$ cat config.mk
export PLATFORM = sky130hd
export DESIGN_NAME = dsbo_top
export DESIGN_NICKNAME = d
export VERILOG_FILES = /design/src/inc/dsbo_pkg.sv /design/src/logic/dsbo_top.sv
export SDC_FILE = /design/constraint.sdc
export NUM_CORES = 1
export LEC_CHECK = 0
export BUFFER_PORTS_ARGS = -buffer_cell sky130_fd_sc_hd__buf_4
export CAP_MARGIN = 20
export CORE_MARGIN = 2
export CORE_UTILIZATION = 59
export CTS_BUF_LIST = sky130_fd_sc_hd__clkbuf_2 sky130_fd_sc_hd__clkbuf_4 sky130_fd_sc_hd__clkbuf_8
export DETAILED_ROUTE_END_ITERATION = 12
export GPL_TIMING_DRIVEN = 0
export PLACE_DENSITY_LB_ADDON = 0.2
export SYNTH_ARGS = -nofsm -noshare
export SYNTH_HDL_FRONTEND = slang
export SYNTH_SLANG_ARGS = --single-unit
$ cat constraint.sdc
create_clock -name ref_clk -period 7.11 [get_ports ref_clk]
set_input_delay 0.3555 -clock ref_clk [delete_from_list [all_inputs] [get_ports ref_clk]]
set_output_delay 0.3555 -clock ref_clk [all_outputs]
set_load 0.1 [all_outputs]
$ cat src/inc/dsbo_pkg.sv
// constants and carrier types for the delta-sigma bitstream output block
package dsbo_pkg;
  localparam int SAMPLE_W = 16;
  localparam int ACC_W = 24;
  localparam int MARK_W = 7;
  localparam int CHOP_W = 4;
  localparam int PAUSE_W = 8;
  localparam int SETTLE_W = 17;
  localparam int FIFO_DEPTH = 32;

  // differential input in millivolts, two's complement
  typedef struct packed {
    logic signed [SAMPLE_W-1:0] vin_mv;
  } dsbo_sample_t;

  // common-mode detector outputs
  typedef struct packed {
    logic low_trip;
    logic high_trip;
  } dsbo_cm_t;

  // clipping magnitude, 1250 mV
  localparam logic signed [SAMPLE_W-1:0] CLIP_MV = 16'sh04E2;
  // marker every 128 sample clocks
  localparam logic [MARK_W-1:0] MARK_LAST = 7'h7F;
  // chopper half period of 16 sample clocks, full period 32
  localparam logic [CHOP_W-1:0] CHOP_LAST = 4'hF;

  localparam real CLK_PERIOD_NS = 4.0;
  localparam real BIAS_SETTLE_MS = 0.25;
  localparam int SETTLE_CYCLES =
    int'($ceil(BIAS_SETTLE_MS * 1.0E6 / CLK_PERIOD_NS));
  localparam real MIN_SAMPLE_MHZ = 9.0;
  // twice the slowest legal sample clock period
  localparam int PAUSE_CYCLES =
    2 * int'($ceil(1.0E3 / MIN_SAMPLE_MHZ / CLK_PERIOD_NS));
endpackage

$ cat src/logic/dsbo_top.sv
// sample fifo and bitstream output stage of a delta-sigma modulator
// Notes on behaviour
// - stopped clock freezes conversion and output level
// - zero input gives fifty percent ones
// - plus one volt gives ninety percent ones
// - minus one volt gives ten percent ones
// - clipped input gives zeros or ones apart from the markers
// - clipped stream carries opposite marker every 128
// - ones density follows clip-scaled input
// - plain-mode bitstream changes only on sample clock rise
// - coded mode gives a transition per bit
// - coded output is clock xor modulator bit
// - coded duty cycle follows sample clock
// - mode change while clock high inverts output
// - clip marker also present in coded mode
// - common-mode trip forces steady high output
// - chopper switches at sample clock over 32
`timescale 1ns/1ps

module dsbo_fifo #(
  parameter int W = 16,
  parameter int DEPTH = 32
) (
  // clock and reset
  input wire logic ref_clk,
  input wire logic rst_b,
  // filling side
  input wire logic in_valid,
  output logic in_ready,
  input wire logic [W-1:0] in_data,
  // draining side
  output logic out_valid,
  input wire logic out_ready,
  output logic [W-1:0] out_data
);
  localparam int AW = $clog2(DEPTH);
  localparam logic [AW:0] FULL = (AW+1)'(DEPTH);

  logic [W-1:0] mem [DEPTH];
  logic [AW-1:0] wr_ptr_r;
  logic [AW-1:0] rd_ptr_r;
  logic [AW:0] count_r;
  logic push;
  logic pop;

  assign in_ready = (count_r != FULL);
  assign out_valid = (count_r != '0);
  assign push = in_valid && in_ready;
  assign pop = out_valid && out_ready;
  assign out_data = mem[rd_ptr_r];

  // storage has no reset; only words behind count are ever read
  always_ff @(posedge ref_clk)
  begin
    if (push)
    begin
      mem[wr_ptr_r] <= in_data;
    end
  end

  always_ff @(posedge ref_clk or negedge rst_b)
  begin
    if (!rst_b)
    begin
      wr_ptr_r <= '0;
      rd_ptr_r <= '0;
    end
    else
    begin
      if (push)
      begin
        wr_ptr_r <= wr_ptr_r + 1'b1;
      end
      if (pop)
      begin
        rd_ptr_r <= rd_ptr_r + 1'b1;
      end
    end
  end

  always_ff @(posedge ref_clk or negedge rst_b)
  begin
    if (!rst_b)
    begin
      count_r <= '0;
    end
    else if (push && !pop)
    begin
      count_r <= count_r + 1'b1;
    end
    else if (pop && !push)
    begin
      count_r <= count_r - 1'b1;
    end
  end
endmodule // dsbo_fifo

module dsbo_top #(
  parameter int SETTLE_CYCLES = dsbo_pkg::SETTLE_CYCLES
) (
  // clock and reset
  input wire logic ref_clk,
  input wire logic rst_b,
  // pins from the filter side
  input wire logic sample_clock_in,
  input wire logic line_code_select,
  // analog front end
  input wire dsbo_pkg::dsbo_cm_t cm_trip,
  input wire logic s_valid,
  output logic s_ready,
  input wire dsbo_pkg::dsbo_sample_t s_data,
  // outputs
  output logic bitstream_out,
  output logic chopper_phase,
  output logic conversion_active,
  output logic stream_settled
);
  localparam int AW = dsbo_pkg::ACC_W;
  localparam int SW = dsbo_pkg::SAMPLE_W;
  localparam logic [dsbo_pkg::PAUSE_W-1:0] PAUSE_LIM =
    dsbo_pkg::PAUSE_W'(dsbo_pkg::PAUSE_CYCLES);
  localparam logic [dsbo_pkg::SETTLE_W-1:0] SETTLE_LAST =
    dsbo_pkg::SETTLE_W'(SETTLE_CYCLES - 1);

  function automatic logic signed [AW-1:0] ext_mv(
    input logic signed [SW-1:0] v
  );
    return {{(AW-SW){v[SW-1]}}, v};
  endfunction

  logic clk_meta_r;
  logic clk_s_r;
  logic clk_d_r;
  logic mode_meta_r;
  logic mode_s_r;
  logic mode_d_r;
  dsbo_pkg::dsbo_cm_t cm_meta_r;
  dsbo_pkg::dsbo_cm_t cm_s_r;
  logic rise;
  logic mode_chg;
  logic f_valid;
  dsbo_pkg::dsbo_sample_t f_data;
  dsbo_pkg::dsbo_sample_t smp_r;
  logic signed [SW-1:0] vin;
  logic pos_clip;
  logic neg_clip;
  logic clipped_r;
  logic clip_pos_r;
  logic [dsbo_pkg::MARK_W-1:0] mark_cnt_r;
  logic signed [AW-1:0] i1_r;
  logic signed [AW-1:0] i2_r;
  logic signed [AW-1:0] fb;
  logic signed [AW-1:0] i1_nxt;
  logic signed [AW-1:0] i2_nxt;
  logic bit_r;
  logic fs_r;
  logic inv_r;
  logic dout_r;
  logic [dsbo_pkg::CHOP_W-1:0] chop_cnt_r;
  logic chop_r;
  logic [dsbo_pkg::PAUSE_W-1:0] pause_cnt_r;
  logic alive;
  logic active_r;
  logic [dsbo_pkg::SETTLE_W-1:0] settle_cnt_r;
  logic settled_r;

  // pins come from another clock, two flops before any use
  always_ff @(posedge ref_clk or negedge rst_b)
  begin
    if (!rst_b)
    begin
      clk_meta_r <= 1'b0;
      clk_s_r <= 1'b0;
      clk_d_r <= 1'b0;
      mode_meta_r <= 1'b0;
      mode_s_r <= 1'b0;
      mode_d_r <= 1'b0;
      cm_meta_r <= '0;
      cm_s_r <= '0;
    end
    else
    begin
      clk_meta_r <= sample_clock_in;
      clk_s_r <= clk_meta_r;
      clk_d_r <= clk_s_r;
      mode_meta_r <= line_code_select;
      mode_s_r <= mode_meta_r;
      mode_d_r <= mode_s_r;
      cm_meta_r <= cm_trip;
      cm_s_r <= cm_meta_r;
    end
  end

  assign rise = clk_s_r && !clk_d_r;
  assign mode_chg = (mode_s_r != mode_d_r);

  // fifo drains one sample per sample clock; no clock means back-pressure
  dsbo_fifo #(
    .W($bits(dsbo_pkg::dsbo_sample_t)),
    .DEPTH(dsbo_pkg::FIFO_DEPTH)
  ) u_fifo (
    .ref_clk(ref_clk),
    .rst_b(rst_b),
    .in_valid(s_valid),
    .in_ready(s_ready),
    .in_data(s_data),
    .out_valid(f_valid),
    .out_ready(rise),
    .out_data(f_data)
  );

  always_ff @(posedge ref_clk or negedge rst_b)
  begin
    if (!rst_b)
    begin
      smp_r <= '0;
    end
    else if (rise && f_valid)
    begin
      smp_r <= f_data;
    end
  end

  // an empty fifo repeats the last sample
  assign vin = (f_valid ? f_data.vin_mv : smp_r.vin_mv);
  assign pos_clip = (vin >= dsbo_pkg::CLIP_MV);
  assign neg_clip = (vin <= -dsbo_pkg::CLIP_MV);

  // second-order loop, dac at +-clip so density is (v+clip)/(2*clip)
  assign fb = ext_mv(bit_r ? dsbo_pkg::CLIP_MV : -dsbo_pkg::CLIP_MV);
  assign i1_nxt = i1_r + ext_mv(vin) - fb;
  assign i2_nxt = i2_r + i1_nxt - (fb <<< 1);

  always_ff @(posedge ref_clk or negedge rst_b)
  begin
    if (!rst_b)
    begin
      clipped_r <= 1'b0;
      clip_pos_r <= 1'b0;
      mark_cnt_r <= '0;
    end
    else if (rise)
    begin
      clipped_r <= pos_clip || neg_clip;
      clip_pos_r <= pos_clip;
      if ((pos_clip || neg_clip) && clipped_r && (clip_pos_r == pos_clip))
      begin
        mark_cnt_r <= mark_cnt_r + 1'b1;
      end
      else
      begin
        mark_cnt_r <= '0;
      end
    end
  end

  // integrators are parked while clipped so recovery starts clean
  always_ff @(posedge ref_clk or negedge rst_b)
  begin
    if (!rst_b)
    begin
      i1_r <= '0;
      i2_r <= '0;
      bit_r <= 1'b0;
    end
    else if (rise)
    begin
      if (pos_clip || neg_clip)
      begin
        i1_r <= '0;
        i2_r <= '0;
        if (clipped_r && (clip_pos_r == pos_clip) &&
            (mark_cnt_r == dsbo_pkg::MARK_LAST))
        begin
          bit_r <= !pos_clip;
        end
        else
        begin
          bit_r <= pos_clip;
        end
      end
      else
      begin
        i1_r <= i1_nxt;
        i2_r <= i2_nxt;
        bit_r <= !i2_nxt[AW-1];
      end
    end
  end

  // trip sampled on clock edges so a stopped clock still freezes
  always_ff @(posedge ref_clk or negedge rst_b)
  begin
    if (!rst_b)
    begin
      fs_r <= 1'b0;
    end
    else if (rise)
    begin
      fs_r <= cm_s_r.low_trip || cm_s_r.high_trip;
    end
  end

  always_ff @(posedge ref_clk or negedge rst_b)
  begin
    if (!rst_b)
    begin
      inv_r <= 1'b0;
    end
    else if (mode_chg)
    begin
      inv_r <= clk_s_r;
    end
  end

  always_ff @(posedge ref_clk or negedge rst_b)
  begin
    if (!rst_b)
    begin
      dout_r <= 1'b0;
    end
    else if (fs_r)
    begin
      dout_r <= 1'b1;
    end
    else if (mode_s_r)
    begin
      dout_r <= bit_r ^ clk_s_r ^ inv_r;
    end
    else
    begin
      dout_r <= bit_r ^ inv_r;
    end
  end

  assign bitstream_out = dout_r;

  always_ff @(posedge ref_clk or negedge rst_b)
  begin
    if (!rst_b)
    begin
      chop_cnt_r <= '0;
      chop_r <= 1'b0;
    end
    else if (rise)
    begin
      chop_cnt_r <= chop_cnt_r + 1'b1;
      if (chop_cnt_r == dsbo_pkg::CHOP_LAST)
      begin
        chop_r <= !chop_r;
      end
    end
  end

  assign chopper_phase = chop_r;

  // missing edges for two slow periods mean the clock has stopped
  always_ff @(posedge ref_clk or negedge rst_b)
  begin
    if (!rst_b)
    begin
      pause_cnt_r <= PAUSE_LIM;
    end
    else if (rise)
    begin
      pause_cnt_r <= '0;
    end
    else if (pause_cnt_r != PAUSE_LIM)
    begin
      pause_cnt_r <= pause_cnt_r + 1'b1;
    end
  end

  assign alive = (pause_cnt_r != PAUSE_LIM);

  always_ff @(posedge ref_clk or negedge rst_b)
  begin
    if (!rst_b)
    begin
      settle_cnt_r <= '0;
      settled_r <= 1'b0;
      active_r <= 1'b0;
    end
    else
    begin
      active_r <= alive;
      settled_r <= alive && (settle_cnt_r == SETTLE_LAST);
      if (!alive)
      begin
        settle_cnt_r <= '0;
      end
      else if (settle_cnt_r != SETTLE_LAST)
      begin
        settle_cnt_r <= settle_cnt_r + 1'b1;
      end
    end
  end

  assign conversion_active = active_r;
  assign stream_settled = settled_r;
endmodule // dsbo_top

# == After elaboration in Yosys (flattened, before gate mapping) ==
# Memory sizes are Yosys's and may differ from the RTL's.
# Cells that the tools add are included.
# classes
add_sub_neg,12
order_cmp,2
eq_ne,9
mux,17
n_bitwise,3
n_reduce_logical,22
# ops
cell,n
24-bit 2-to-1 mux,2
17-bit 2-to-1 mux,2
16-bit 2-to-1 mux,2
24-bit by 16-bit adder with 24-bit output,1
24-bit adder,1
24-bit by 16-bit subtractor with 24-bit output,1
24-bit by 17-bit subtractor with 24-bit output,1
"17-bit by 1-bit adder with 17-bit output, second input constant",1
"17-bit by 16-bit == test with 1-bit output, second input constant",1
"17-bit by 16-bit inequality test with 1-bit output, second input constant",1
"16-bit by 12-bit >= comparator with 1-bit output, second input constant",1
"16-bit by 12-bit less-or-equal comparator with 1-bit output, second input constant",1
8-bit 2-to-1 mux,2
6-bit 2-to-1 mux,2
"5-bit by 1-bit adder with 5-bit output, second input constant",2
1-bit logical AND,10
"8-bit by 1-bit adder with 8-bit output, second input constant",1
"8-bit by 6-bit inequality test with 1-bit output, second input constant",1
"7-bit by 1-bit adder with 7-bit output, second input constant",1
"7-bit == test, second input constant",1
7-bit 2-to-1 mux,1
"6-bit by 1-bit adder with 6-bit output, second input constant",1
1-bit zero test,6
1-bit 2-to-1 mux,6
12 further kinds,16
# word_totals
reg_bits,135
ram_bits,512
input_bits,23
out_inout_bits,5
wordCells,95
n_memories,1
# mem_list
memory,words,width,read_ports,rd_clocked_by_memory_dff,wr,line_no,rtl
u_fifo.mem,32,16,1,0,1,dsbo_top.sv:39,logic [W-1:0] mem [DEPTH];

# == Depth between registers and ports, before layout ==
# depth
word_depth,8
ltp_mapped,32
ltp_nobuf,28

# == Modules after synthesis ==
# A second synthesis with hierarchy kept.
# hier_totals
cells_unflattened,1802
area_unflattened_um2,28710.0
# by_module_without_submodules
module,n_inst,cells_each,area_per_inst_um2,seq_area_each_um2
dsbo_fifo,1,977,20504.7,15775.1
dsbo_top,1,825,8205.4,2981.6

# == Least setup slack after synthesis ==
# Ideal clock, no wire load.
# synth_path
path_kind,reg2reg
from,register bit_r
to,register i2_r[22]
setup_ps,145
arrival_time_ps,6830
required_time_ps,6965
slack_ps,135
path_stages_with_launch,20
path_buffers,0
synth_period_minus_slack_ps,6975
path_cell_list,dfrtp_1 -> inv_1 -> fa_1 -> ha_1 -> or3_1 -> o21ai_0 -> a21oi_1 -> a21o_1 -> xor2_1 -> fa_1 -> ha_1 -> a21o_1 -> a221o_1 -> a31oi_1 -> o211ai_1 -> o41a_1 -> a211o_1 -> a21oi_1 -> xor2_1 -> o31ai_2
# synth_between
elab_chain_cells,5
# synth_lines
element,line_no,rtl
"start, declared",dsbo_top.sv:155,logic bit_r;
"start signal, assigned",dsbo_top.sv:275,bit_r <= !pos_clip;
"start signal, assigned",dsbo_top.sv:279,bit_r <= pos_clip;
"start signal, assigned",dsbo_top.sv:286,bit_r <= !i2_nxt[AW-1];
16-bit 2-to-1 mux *,dsbo_top.sv:230,assign fb = ext_mv(bit_r ? dsbo_pkg::CLIP_MV : -dsbo_pkg::CLIP_MV);
24-bit by 16-bit subtractor with 24-bit output,dsbo_top.sv:231,assign i1_nxt = i1_r + ext_mv(vin) - fb;
24-bit adder,dsbo_top.sv:232,assign i2_nxt = i2_r + i1_nxt - (fb <<< 1);
24-bit by 17-bit subtractor with 24-bit output *,dsbo_top.sv:232,
24-bit 2-to-1 mux *,dsbo_top.sv:268,if (pos_clip || neg_clip)
"end signal, assigned",dsbo_top.sv:285,i2_r <= i2_nxt;
"end, declared",dsbo_top.sv:151,logic signed [AW-1:0] i2_r;
# Mark *: on every way between the ends. The rest lies on a longest branch, timed or not.
# A chain may end at the register's enable or synchronous reset.

# == Final worst setup path ==
# layout_path
from,register u_fifo.rd_ptr_r[0]
to,register bit_r
# layout_between
elab_chain_cells,8
word_cells_on_any_way,16
cone_classes,4 x add/sub; 2 x order compare; 1 x eq/ne; 3 x mux; 5 x reduce/logical; 1 x memory
# layout_lines
element,line_no,rtl
"start, declared",dsbo_top.sv:41,logic [AW-1:0] rd_ptr_r;
"start signal, assigned",dsbo_top.sv:76,rd_ptr_r <= rd_ptr_r + 1'b1;
memory 32 x 16 bit *,--,
16-bit 2-to-1 mux *,dsbo_top.sv:225,assign vin = (f_valid ? f_data.vin_mv : smp_r.vin_mv);
24-bit by 16-bit adder with 24-bit output / 16-bit by 12-bit >= comparator with 1-bit output (equally long branches),"dsbo_top.sv:231, dsbo_top.sv:226",
24-bit by 16-bit subtractor with 24-bit output / 1-bit == test (equally long branches),"dsbo_top.sv:231, dsbo_top.sv:272",
24-bit adder / 1-bit logical AND (equally long branches),"dsbo_top.sv:232, dsbo_top.sv:272",
24-bit by 17-bit subtractor with 24-bit output / 1-bit logical AND (equally long branches),"dsbo_top.sv:232, dsbo_top.sv:272",
1-bit zero test / 1-bit 2-to-1 mux (equally long branches),"dsbo_top.sv:286, dsbo_top.sv:272",
1-bit 2-to-1 mux *,dsbo_top.sv:268,
# Marked as above.

==> impl_metrics.toml <==
[cts]
insertion_delay_ps = 730
clock-sinks = 647
root_buffer = "clkbuf_8"
cts_buffers = 102
cts_max_level = 3
cts_tree = "yes"
clk_pin_slew_ps = 70
clk_path_buf_depth = 3

[worst_setup_path]
arrival_ps = 7640
worstSetupPathType = "flop to flop"
reg2reg_from = "u_fifo.rd_ptr_r[0]$_DFFE_PN0P_"
required_ps = 7700
crit_fanout = 9
cp-end-kind = "flop"
startpoint_type = "flop"
reg2reg_to = "bit_r$_DFFE_PN0P_"
reg2reg_slack_ps = 60
rr_worst_depth = 26

[synthesis]
synth-simple-area-share = 0.0602
synth_flop_cell = "edfxtp_1"
seq_area_frac_synth = 0.652
syn_inst = 1849
synthAdderAreaFrac = 0.0575
ys_types = 65
ys_warn_count = 0
synth_top_area_cell = "edfxtp_1"
synth_top_cell_area_share = 0.535
synth_top_family_by_area = "multiplexers"
synth_xor_area_frac = 0.0262
synth_area_per_cell_um2 = 15.5
synth_edf_count = 512
synthTopCellsByCount = "edfxtp_1, nand2_1, dfrtp_1"
synth_compound_area_frac = 0.0778
synthMuxAreaShare = 0.102
synth.net_count = 1979
ys_ff_latch = 647
netlist_top_cells_area = "edfxtp_1, dfrtp_1, mux4_2"
synth_most_common_cell = "edfxtp_1"
async_flop_share = 0.209
synth_area_um2 = 28700

[hold_path]
min_to = "u_fifo.mem[0][6]$_DFFE_PP_"
min_from = "s_data[6]"
hold_depth = 1
hold_class = "primary input to flop"

[routing]
postRouteAntennaNets = 0
routed_wl_um = 71300
wl_per_cell_um = 25.8
drc = 0
drtIter0Drc = 1927
drt-pass1-iter-count = 5
viasPerCell = 6.33
via_count = 17531

[sta]
fin_crit_sh = 0.992
slew_headroom = 0.331
fin_crit_ps = 7050
worst_slew_pin_slew_ps = 1000
setup_viol = 0
slew_viol_final = 0
fmax_mhz = 142
skew_ps = 39.3
hold_viol_final = 0

[floorplan]
io_pins = 28
dieArea_um2 = 50500
die_w_um = 225
die_y_um = 225
initial_core_util = 0.600
rows = 80
coreArea_um2 = 47900

[grt]
grt_max_degree = 94
grt_first_pass_wirelength_um = 105000
antenna_found_initial = 2
grt_overflow_total = 0
grt_pass1_vias = 17289
grt_usage = 0.284

[placed_design]
dp_hpwl_um = 46400
io_buffers = 27
place_congestion = 0.905
post_dp_cell_area_um2 = 30400

[outcome]
status = "complete, no violations"

[flow_run]
drv_cap = 0

[finish]
drive_gt1_frac = 0.281
nets = 2198
regArea_um2 = 18800
multi_input_area_um2 = 10000
fillCellCount = 3025
utilization = 0.707
final_area_um2 = 33900
area_growth_pct = 17.9
-- stage by stage --
step	instances	setup TNS (ps)	hold WS, ps	worst slack [ps]
after detailed placement	2525	-13890	325	-1590
after floorplan	1849	0	59.9	135
final	2770	0	73.5	58.6
after CTS	2732	0	13.5	0.766
after global routing	2770	-227	41.3	-163
after global placement	2491	-12490	336	-1490
-- area by class of cell --
type	instances	share of cell area
diodes	1	0.0000738
plain buffers	81	0.0202
clock buffers	145	0.0515
clock inverters	45	0.0102
inverters	66	0.00731
multi-input cells	1054	0.296
flip-flops and latches	647	0.553
well taps	615	0.0227
repair buffers	116	0.0384
-- placed cells by master (no fill, tap or decap), types with 13 or more instances in the layout --
| master | instances |
|---|---|
| mux4_2 | 100 |
| fa_1 | 41 |
| nor3_1 | 15 |
| buf_8 | 21 |
| clkbuf_4 | 49 |
| o22ai_1 | 16 |
| clkinv_1 | 25 |
| clkbuf_1 | 28 |
| a21o_1 | 18 |
| o31ai_2 | 24 |
| mux2i_1 | 57 |
| nor2_2 | 36 |
| nand2_1 | 157 |
| xor2_1 | 28 |
| dfrtp_1 | 129 |
| inv_1 | 64 |
| buf_4 | 82 |
| clkbuf_8 | 105 |
| xnor2_1 | 51 |
| edfxtp_1 | 512 |
| o21ai_0 | 53 |
| nor2_1 | 54 |
| ha_1 | 50 |
| a21oi_1 | 43 |
| buf_16 | 13 |
| nand3_1 | 37 |
-- registers in the layout, summed over array words and instances, names as in the netlist, 2 cells and up --
signal and count:
cm_meta_r 2, cm_s_r 2, u_fifo.wr_ptr_r 5, u_fifo.rd_ptr_r 5, settle_cnt_r 17, smp_r 16, pause_cnt_r 8, u_fifo.count_r 6
chop_cnt_r 4, u_fifo.mem 512, mark_cnt_r 7, i2_r 24, i1_r 24
-- per-layer routing --
layer	vias to the layer above	wire [um]	track usage
li1	7562	-	-
met1	8942	28500	0.398
met2	873	34400	0.446
met3	152	6240	0.0617
met4	2	2110	0.105
met5	-	13	0
-- cells by family (layout without fill, tap and decap cells) --
| family | after synthesis | in the layout |
|---|---|---|
| compound gates | 311 | 311 |
| xor+xnor | 86 | 86 |
| fa+ha+maj | 107 | 107 |
| buf+inv | 148 | 453 |
| flops | 647 | 647 |
| mux | 167 | 167 |
| other cells | 0 | 1 |
| simple gates | 383 | 383 |
-- worst max-delay path by stage --
stage	start	end	slack [ps]	cells past startpoint
floorplan	bit_r$_DFFE_PN0P_	i2_r[22]$_DFFE_PN0P_	140	19
global placement	u_fifo.rd_ptr_r[2]$_DFFE_PN0P_	i2_r[22]$_DFFE_PN0P_	-1490	27
detailed placement	u_fifo.rd_ptr_r[2]$_DFFE_PN0P_	i2_r[22]$_DFFE_PN0P_	-1590	27
CTS	u_fifo.rd_ptr_r[0]$_DFFE_PN0P_	bit_r$_DFFE_PN0P_	0.8	28
global route	u_fifo.rd_ptr_r[0]$_DFFE_PN0P_	bit_r$_DFFE_PN0P_	-160	28
finish	u_fifo.rd_ptr_r[0]$_DFFE_PN0P_	bit_r$_DFFE_PN0P_	60	26
-- timing repair --
item,4_1_cts,5_1_grt
hold buffers,6,0
resized for setup,121,104
gates cloned,0,1
setup buffers,12,36
pin swaps,17,39
hold endpoints to repair,52,0
setup endpoints to repair,18,7
-- worst max-delay path: stages (launching register included) --
cell	delay, ps
dfrtp_2	500
buf_12	190
buf_16	150
mux4_2	520
a22o_4	310
a2111o_1	480
a31oi_4	220
inv_1	70
fa_1	480
ha_4	300
nand3_1	120
nor2_2	170
nand2_1	100
a211oi_4	240
nor3_1	110
xnor2_1	290
fa_1	490
ha_1	380
nand4_1	230
nor2_1	140
and3_1	170
nor2_1	90
a2111o_1	420
o21ai_0	160
o21ai_1	110
xnor2_1	140
a221o_1	310
Power is left out: the tool's default activity adds up to more than one toggle a clock period on the data nets, which glitch-free logic cannot reach.
